===== src/sas_pkg.sv =====
// sas_pkg: constants, timing counts and state layout of the smoke alarm sequencer.
// assumes one 10 MHz core clock; every time below but the long horn off (counted in slots) is turned into cycles at that rate.
package sas_pkg;

  ////////////////////////////////////////////////////////////////////////////////
  // clock and timing
  localparam int CORE_CLK_NS = 100;
  localparam int CYC_PER_US = 1000 / CORE_CLK_NS;
  localparam int CNT_W = 25;

  localparam int SLOW_PERIOD_US = 1670000;
  localparam int FAST_LOCAL_US = 40000;
  localparam int FAST_REMOTE_US = 41700;
  localparam int STROBE_US = 10000;
  localparam int HORN_SLOT_US = 500000;
  localparam int HORN_LONG_OFF_US = 1500000;
  localparam int IO_DELAY_US = 3000000;

  localparam logic [CNT_W-1:0] SLOW_CYC = CNT_W'(SLOW_PERIOD_US * CYC_PER_US);
  localparam logic [CNT_W-1:0] FAST_LOCAL_CYC = CNT_W'(FAST_LOCAL_US * CYC_PER_US);
  localparam logic [CNT_W-1:0] FAST_REMOTE_CYC = CNT_W'(FAST_REMOTE_US * CYC_PER_US);
  localparam logic [CNT_W-1:0] STROBE_CYC = CNT_W'(STROBE_US * CYC_PER_US);
  localparam logic [CNT_W-1:0] HORN_SLOT_CYC = CNT_W'(HORN_SLOT_US * CYC_PER_US);
  localparam logic [CNT_W-1:0] IO_DELAY_CYC = CNT_W'(IO_DELAY_US * CYC_PER_US);
  localparam logic [CNT_W-1:0] CNT_ONE = CNT_W'(1);

  // pattern: on, off, on, off, on, then long off made of whole slots
  localparam int HORN_LONG_SLOTS = HORN_LONG_OFF_US / HORN_SLOT_US;
  localparam logic [2:0] HORN_LAST_ON_SLOT = 3'h4;
  localparam logic [2:0] HORN_LAST_SLOT = 3'(4 + HORN_LONG_SLOTS);

  localparam logic [4:0] LED_CYCLE_LAST = 5'h17;
  localparam logic [4:0] CHIRP_CYCLE = 5'h00;
  localparam logic [1:0] QUAL_TICKS = 2'h2;

  ////////////////////////////////////////////////////////////////////////////////
  // types
  typedef enum logic [1:0] {
    MODE_STANDBY = 2'b00,
    MODE_LOCAL = 2'b01,
    MODE_REMOTE_QUAL = 2'b10,
    MODE_REMOTE = 2'b11
  } sas_mode_type;

  typedef struct packed {
    logic chamber_low;
    logic battery_low;
    logic io_in;
    logic horn_input_a;
    logic timing_capacitor_pin;
  } sas_pins_type;

  typedef struct packed {
    sas_pins_type sync1;
    sas_pins_type sync2;
    sas_mode_type mode;
    logic [CNT_W-1:0] osc_cnt;
    logic [4:0] cyc_idx;
    logic [CNT_W-1:0] half_cnt;
    logic [2:0] slot;
    logic [CNT_W-1:0] io_cnt;
    logic [1:0] qual_ticks;
    logic batt_low;
    logic test_mode;
    logic horn;
    logic led;
    logic strobe;
    logic io_out;
  } sas_state_type;

  localparam sas_state_type SAS_STATE_RESET = '0;

endpackage : sas_pkg


===== src/sas_sequencer.sv =====
// sas_sequencer: strobe, alarm, horn pattern, interconnect and battery logic.
// assumes pins arrive from outside the clock domain and are synchronised here.
`timescale 1ns/1ps

module sas_sequencer #(
  parameter logic [sas_pkg::CNT_W-1:0] SLOW_CYC = sas_pkg::SLOW_CYC,
  parameter logic [sas_pkg::CNT_W-1:0] FAST_LOCAL_CYC = sas_pkg::FAST_LOCAL_CYC,
  parameter logic [sas_pkg::CNT_W-1:0] FAST_REMOTE_CYC = sas_pkg::FAST_REMOTE_CYC,
  parameter logic [sas_pkg::CNT_W-1:0] STROBE_CYC = sas_pkg::STROBE_CYC,
  parameter logic [sas_pkg::CNT_W-1:0] HORN_SLOT_CYC = sas_pkg::HORN_SLOT_CYC,
  parameter logic [sas_pkg::CNT_W-1:0] IO_DELAY_CYC = sas_pkg::IO_DELAY_CYC
) (
  input wire logic core_clk,
  input wire logic sys_rst,
  input wire logic clk_en,
  input wire sas_pkg::sas_pins_type pins,
  output logic horn_drive_primary,
  output logic led_drive,
  output logic sense_strobe,
  output logic io_out,
  output logic io_oe
);
  import sas_pkg::*;

  ////////////////////////////////////////////////////////////////////////////////
  // helpers
  function automatic logic horn_slot_on(input logic [2:0] slot);
    horn_slot_on = (slot <= HORN_LAST_ON_SLOT) && !slot[0];
  endfunction : horn_slot_on

  function automatic logic is_alarm(input sas_mode_type mode);
    is_alarm = (mode == MODE_LOCAL) || (mode == MODE_REMOTE);
  endfunction : is_alarm

  sas_state_type st;
  sas_state_type next_st;
  logic [CNT_W-1:0] period;
  logic tick;
  logic strobe_now;
  logic sample_now;
  logic smoke;
  logic io_high;
  logic enter_alarm;
  logic chirp;

  ////////////////////////////////////////////////////////////////////////////////
  // next state
  always_comb
  begin
    next_st = st;
    enter_alarm = 1'b0;
    next_st.sync1 = pins;
    next_st.sync2 = st.sync1;
    smoke = st.sync2.chamber_low;
    io_high = st.sync2.io_in;

    case (st.mode)
      MODE_LOCAL: period = FAST_LOCAL_CYC;
      MODE_REMOTE_QUAL, MODE_REMOTE: period = FAST_REMOTE_CYC;
      default: period = SLOW_CYC;
    endcase
    // switching to a shorter period mid-cycle just ends the cycle at once
    tick = st.osc_cnt >= (period - CNT_ONE);
    strobe_now = st.osc_cnt < STROBE_CYC;
    sample_now = st.osc_cnt == (STROBE_CYC - CNT_ONE);
    next_st.osc_cnt = tick ? '0 : st.osc_cnt + CNT_ONE;

    if (tick && st.mode == MODE_STANDBY)
    begin
      next_st.cyc_idx = (st.cyc_idx == LED_CYCLE_LAST) ? 5'h00 : st.cyc_idx + 5'h01;
    end

    case (st.mode)
      MODE_STANDBY:
      begin
        if (sample_now && smoke)
        begin
          next_st.mode = MODE_LOCAL;
          enter_alarm = 1'b1;
        end
        else if (io_high && !st.io_out)
        begin
          next_st.mode = MODE_REMOTE_QUAL;
          next_st.qual_ticks = 2'h0;
        end
      end
      MODE_REMOTE_QUAL:
      begin
        if (sample_now && smoke)
        begin
          next_st.mode = MODE_LOCAL;
          enter_alarm = 1'b1;
        end
        else if (!io_high)
        begin
          next_st.mode = MODE_STANDBY;
          next_st.qual_ticks = 2'h0;
        end
        else if (tick)
        begin
          if (st.qual_ticks == QUAL_TICKS)
          begin
            next_st.mode = MODE_REMOTE;
            enter_alarm = 1'b1;
          end
          else
          begin
            next_st.qual_ticks = st.qual_ticks + 2'h1;
          end
        end
      end
      MODE_REMOTE:
      begin
        if (sample_now && smoke)
        begin
          next_st.mode = MODE_LOCAL;
          enter_alarm = 1'b1;
        end
        else if (!io_high)
        begin
          next_st.mode = MODE_STANDBY;
        end
      end
      MODE_LOCAL:
      begin
        // interconnect is never read here: own drive would latch us forever
        if (sample_now && !smoke && !horn_slot_on(st.slot))
        begin
          next_st.mode = MODE_STANDBY;
        end
      end
      default: next_st.mode = MODE_STANDBY;
    endcase

    if (enter_alarm)
    begin
      next_st.half_cnt = '0;
      next_st.slot = 3'h0;
      if (st.mode != MODE_LOCAL)
      begin
        next_st.io_cnt = '0;
      end
    end
    else if (is_alarm(st.mode))
    begin
      if (st.half_cnt == HORN_SLOT_CYC - CNT_ONE)
      begin
        next_st.half_cnt = '0;
        next_st.slot = (st.slot == HORN_LAST_SLOT) ? 3'h0 : st.slot + 3'h1;
      end
      else
      begin
        next_st.half_cnt = st.half_cnt + CNT_ONE;
      end
    end

    if (st.mode == MODE_LOCAL && st.io_cnt != IO_DELAY_CYC)
    begin
      next_st.io_cnt = st.io_cnt + CNT_ONE;
    end
    next_st.io_out = (st.mode == MODE_LOCAL) && (st.io_cnt == IO_DELAY_CYC);

    // battery sampled at the end of the loaded LED pulse only
    if (st.mode == MODE_STANDBY && sample_now && st.cyc_idx == LED_CYCLE_LAST)
    begin
      next_st.batt_low = st.sync2.battery_low;
    end

    chirp = (st.mode == MODE_STANDBY) && st.batt_low && strobe_now
      && (st.cyc_idx == CHIRP_CYCLE);

    if (st.test_mode)
    begin
      next_st.horn = st.sync2.battery_low;
    end
    else
    begin
      next_st.horn = (is_alarm(st.mode) && horn_slot_on(st.slot)) || chirp;
    end

    case (st.mode)
      MODE_STANDBY: next_st.led = strobe_now && (st.cyc_idx == LED_CYCLE_LAST);
      MODE_LOCAL: next_st.led = !st.slot[0] && (st.half_cnt < STROBE_CYC);
      default: next_st.led = 1'b0;
    endcase
    next_st.strobe = strobe_now;
  end

  ////////////////////////////////////////////////////////////////////////////////
  // registers; reset is synchronous and overrides the clock enable
  always_ff @(posedge core_clk)
  begin
    if (sys_rst)
    begin
      st <= SAS_STATE_RESET;
      st.sync1 <= pins;
      st.sync2 <= st.sync1;
      // the strap is sampled through the synchroniser while reset is held
      st.test_mode <= !st.sync2.horn_input_a && !st.sync2.timing_capacitor_pin;
    end
    else if (clk_en)
    begin
      st <= next_st;
    end
  end

  assign horn_drive_primary = st.horn;
  assign led_drive = st.led;
  assign sense_strobe = st.strobe;
  assign io_out = st.io_out;
  assign io_oe = st.io_out;
endmodule : sas_sequencer


===== config.mk =====
export PLATFORM = sky130hd
export DESIGN_NAME = sas_sequencer
export DESIGN_NICKNAME = d
export VERILOG_FILES = /design/src/sas_pkg.sv /design/src/sas_sequencer.sv
export SDC_FILE = /design/constraint.sdc
export NUM_CORES = 1
export LEC_CHECK = 0
export BUFFER_PORTS_ARGS = -buffer_cell sky130_fd_sc_hd__buf_4
export CELL_PAD_IN_SITES_DETAIL_PLACEMENT = 0
export CELL_PAD_IN_SITES_GLOBAL_PLACEMENT = 1
export CORE_MARGIN = 2
export CORE_UTILIZATION = 40
export DETAILED_ROUTE_END_ITERATION = 8
export GPL_TIMING_DRIVEN = 0
export PLACE_DENSITY = 0.7
export SKIP_LAST_GASP = 1
export SYNTH_ARGS = -nofsm -noshare
export SYNTH_HDL_FRONTEND = slang
export SYNTH_SLANG_ARGS = --single-unit

===== constraint.sdc =====
create_clock -name core_clk -period 3.9 [get_ports core_clk]
set_input_delay 0.39 -clock core_clk [delete_from_list [all_inputs] [get_ports core_clk]]
set_output_delay 0.39 -clock core_clk [all_outputs]
set_load 0.03 [all_outputs]

==> insert_results.sql <==
INSERT INTO impl_metrics (metric_group, metric, value, unit) VALUES
('clock_tree', 'cts_root_buf', 'clkbuf_16', ''),
('detailed_routing', 'detailroute.via_count', '5374', ''),
('synthesis', 'synth_enable_flop_cells', '11', ''),
('hold_path', 'hold_path_class', 'primary input to flip-flop', ''),
('sta', 'worst_slew_pin_slew', '764', 'ps'),
('worst_setup_path', 'setup.worst_path.end', 'st[21]$_SDFFE_PP0P_', ''),
('worst_setup_path', 'rr_worst_depth', '13', ''),
('clock_tree', 'tritoncts_num_sinks', '103', ''),
('sta', 'layout_min_cycle_time', '3710', 'ps'),
('detailed_routing', 'first_iter_violations', '344', ''),
('power_and_ir_drop', 'peakVddDrop', '251', 'uV'),
('synthesis', 'synth.yosys.warnings', '0', ''),
('grt', 'global_route_wire_length_before_repair', '26500', 'um'),
('detailed_routing', 'final_ant_viol_nets', '0', ''),
('worst_setup_path', 'critical_path_arrival', '4020', 'ps'),
('worst_setup_path', 'worstSetupStartpointType', 'flip-flop', ''),
('final_layout', 'area_growth', '11.7', '%'),
('clock_tree', 'worst_skew_pair.late_latency', '360', 'ps'),
('final_layout', 'finalNonFillerCells', '918', ''),
('worst_setup_path', 'r2r_slack', '190', 'ps'),
('sta', 'max_freq', '0.269', 'GHz'),
('clock_tree', 'cts-buffers-inserted', '9', ''),
('sta', 'holdWs', '281', 'ps'),
('power_and_ir_drop', 'power_density', '325', 'nW/um^2'),
('run_status', 'status', 'finished clean', ''),
('worst_setup_path', 'timing.critical_path.fanout_max', '10', ''),
('final_layout', 'nets', '769', ''),
('synthesis', 'post_synth_inst_count', '702', ''),
('sta', 'period_share', '95.2', '%'),
('detailed_routing', 'postRouteWirelength', '15800', 'um'),
('sta', 'timing.slew.headroom', '49.1', '%'),
('clock_tree', 'clock_pin_slew_on_the_worst_setup_and_hold_paths', '80', 'ps'),
('grt', 'gr-total-overflow', '0', ''),
('clock_tree', 'cts_hold_repair.buffers', '0', ''),
('worst_setup_path', 'cp-end-kind', 'flip-flop', ''),
('die', 'number_of_placement_rows', '44', ''),
('final_layout', 'antenna_cells_inserted', '0', ''),
('worst_setup_path', 'worstPathRequired', '4200', 'ps'),
('detailed_routing', 'routedWlPerCell', '17.2', 'um'),
('detailed_routing', 'drc', '0', ''),
('clock_tree', 'cts.htree.levels', '3', ''),
('die', 'ios', '13', ''),
('sta', 'grt_setup_unrepaired', 'no', ''),
('sta', 'total_setup_violations_reported_at_the_end_of_the_flow', '0', ''),
('grt', 'grt_antenna_before_repair', '0', ''),
('worst_setup_path', 'worstReg2RegEnd', 'st[21]$_SDFFE_PP0P_', ''),
('sta', 'final_hold_viol_count', '0', ''),
('die', 'die_footprint', '15800', 'sq um'),
('sta', 'postLayoutSetupSlackWorst', '187', 'ps'),
('placement', 'dpl.cell_count', '898', ''),
('detailed_routing', 'via_per_inst', '5.85', ''),
('synthesis', 'postSynth.topFlopCell', 'dfxtp_1', ''),
('worst_setup_path', 'cp-startpoint', 'st[91]$_SDFFE_PP0P_', ''),
('grt', 'maximum_number_of_pins_on_one_net_before_global_route_repair', '20', ''),
('grt', 'grt_usage', '20.5', '%'),
('placement', 'gp_congestion', '0.882', ''),
('synthesis', 'syn-cell-area', '5940', 'sq um'),
('worst_setup_path', 'ws_path_type', 'flip-flop to flip-flop', ''),
('die', 'floorplan.core_area', '14500', 'sq um'),
('worst_setup_path', 'r2r-start', 'st[91]$_SDFFE_PP0P_', ''),
('die', 'initial_utilization', '40.8', '%'),
('synthesis', 'yosys.cell_types.count', '72', ''),
('sta', 'finClkSkew', '8.54', 'ps'),
('synthesis', 'syn_area_per_cell', '8.46', 'sq um'),
('power_and_ir_drop', 'leakagePower', '0.00238', 'uW'),
('clock_tree', 'cts_buffer_depth', '2', ''),
('die', 'chipWidth', '126', 'um'),
('detailed_routing', 'detailedRoute.firstPassIterationCount', '5', ''),
('synthesis', 'yosysSeqAreaShare', '36.6', '%'),
('placement', 'place.port_buffers', '12', ''),
('job', 'max_cap_violations', '0', ''),
('synthesis', 'postSynthRegisterBits', '103', ''),
('grt', 'via_count_of_the_first_global_routing_pass', '5184', ''),
('synthesis', 'synth-async-reset-ratio', '0', '%'),
('clock_tree', 'tritoncts_clock_tree', 'built', ''),
('sta', 'final-max-slew-violation-count', '0', ''),
('die', 'die_height', '126', 'um'),
('placement', 'dp_hpwl', '11500', 'um'),
('placement', 'dp_worst_setup_slack', '-378', 'ps'),
('synthesis', 'mappedNetlistNets', '742', ''),
('final_layout', 'drive_above_1_share', '9.26', '%');
[per-stage QoR]
step	TNS [ps]	instance area [sq um]	power (uW)	utilization (%)
after floorplan	0	5940	1220	-
after global placement	-15850	6260	1260	43.0
after detailed placement	-19340	6260	1270	43.0
after CTS	0	6600	2180	45.4
after global routing	0	6630	2240	45.6
final	0	6630	2160	45.6
[repair_timing]
| action | CTS | global route |
|---|---|---|
| pin swaps | 1 | 1 |
| setup endpoints to repair | 76 | 73 |
| gates resized for setup | 7 | 9 |
| setup buffers | 3 | 1 |
| endpoints found under the hold margin | 0 | 0 |
[per-layer routing]
layer,part of all wire [%],track usage [%],vias up
met5,0,0,-
li1,-,-,2669
met2,47,33.3,103
met3,3.9,3.82,18
met4,1.3,6.27,0
met1,48,27.8,2584
[cells in the final DEF, fill, tap and decap left out, types with 14 or more instances in the layout]
| cell type | count |
|---|---|
| or4_1 | 24 |
| nor2_1 | 67 |
| buf_4 | 19 |
| o31ai_1 | 14 |
| nor2b_1 | 15 |
| nand4_1 | 30 |
| o21ai_0 | 20 |
| xor2_1 | 18 |
| dfxtp_1 | 92 |
| or3_1 | 23 |
| and3_1 | 14 |
| a21oi_1 | 51 |
| ha_1 | 31 |
| inv_1 | 24 |
| nand3_1 | 35 |
| nand2_1 | 65 |
[flip-flops by register name, summed over array words and instances (netlist names)]
register,cells
io_high,1
st,91
led_drive,1
horn_drive_primary,1
next_st,6
io_oe,1
smoke,1
sense_strobe,1
[worst max-delay path, stage by stage, from the launching register on]
cell,delay (ps)
dfxtp_1,410
inv_1,130
ha_1,290
nor2_4,190
inv_1,120
ha_1,310
a41o_1,250
a21o_1,210
a221oi_2,400
o32ai_4,190
or3_4,390
buf_6,160
or4_1,520
nand2_1,80
[cell usage after synthesis (all sizes together) (9+ instances only)]
library cell  count  share of area (%)
dfxtp            92                 31
nor2             68                4.3
nand2            65                4.1
a21oi            53                4.7
nand3            35                3.0
ha               32                6.7
nand4            30                3.2
o21ai            27                2.3
inv              25                1.6
or3              24                2.6
or4              24                3.0
clkbuf           18                1.2
xor2             18                2.7
o31ai            16                2.3
nor2b            15                1.6
and3             14                1.5
nor3             14                1.3
buf              12                1.6
o211ai           12                1.5
edfxtp           11                5.6
nor4             11                1.2
xnor2            10                1.5
mux2i             9                1.5
[area by class of cell]
cell class	instances	area (sq um)
clock inverter	7	62.6
multi-input combinational	544	3550
buffer	30	171
timing repair buffer	16	120
fill	1462	7910
inverter	25	97.6
tap	184	230
clock buffer	9	225
sequential	103	2170
[worst min path at each step]
stage	startpoint	to	slack (ps)	cells after the start
final	sys_rst	next_st[4]$_DFFE_PP_	280	1
after CTS	sys_rst	next_st[4]$_DFFE_PP_	260	1
after global routing	sys_rst	next_st[4]$_DFFE_PP_	270	1
after detailed placement	st[6]$_SDFFE_PP0P_	st[6]$_SDFFE_PP0P_	450	2
after floorplan	st[6]$_SDFFE_PP0P_	st[6]$_SDFFE_PP0P_	440	2
after global placement	st[6]$_SDFFE_PP0P_	st[6]$_SDFFE_PP0P_	450	2
[logic make-up (layout without fill, tap and decap cells)]
| group | Yosys count | after routing | share of synthesized area, % |
|---|---|---|---|
| simple gates | 332 | 332 | 30.1 |
| xor+xnor | 28 | 28 | 4.13 |
| flops | 103 | 103 | 36.6 |
| mux | 9 | 9 | 1.52 |
| compound gates | 142 | 142 | 16.5 |
| fa+ha+maj | 32 | 32 | 6.75 |
| buf+inv | 55 | 87 | 4.32 |
| other cells | 1 | 1 | 0.0632 |
[where the power goes]
part           switching [uW]  internal [uW]  total (uW)
Sequential               10.6           1090        1100
Clock                     456            448         903
Combinational             103           52.3         155
Note: power is estimated with default switching activity, not from simulation.
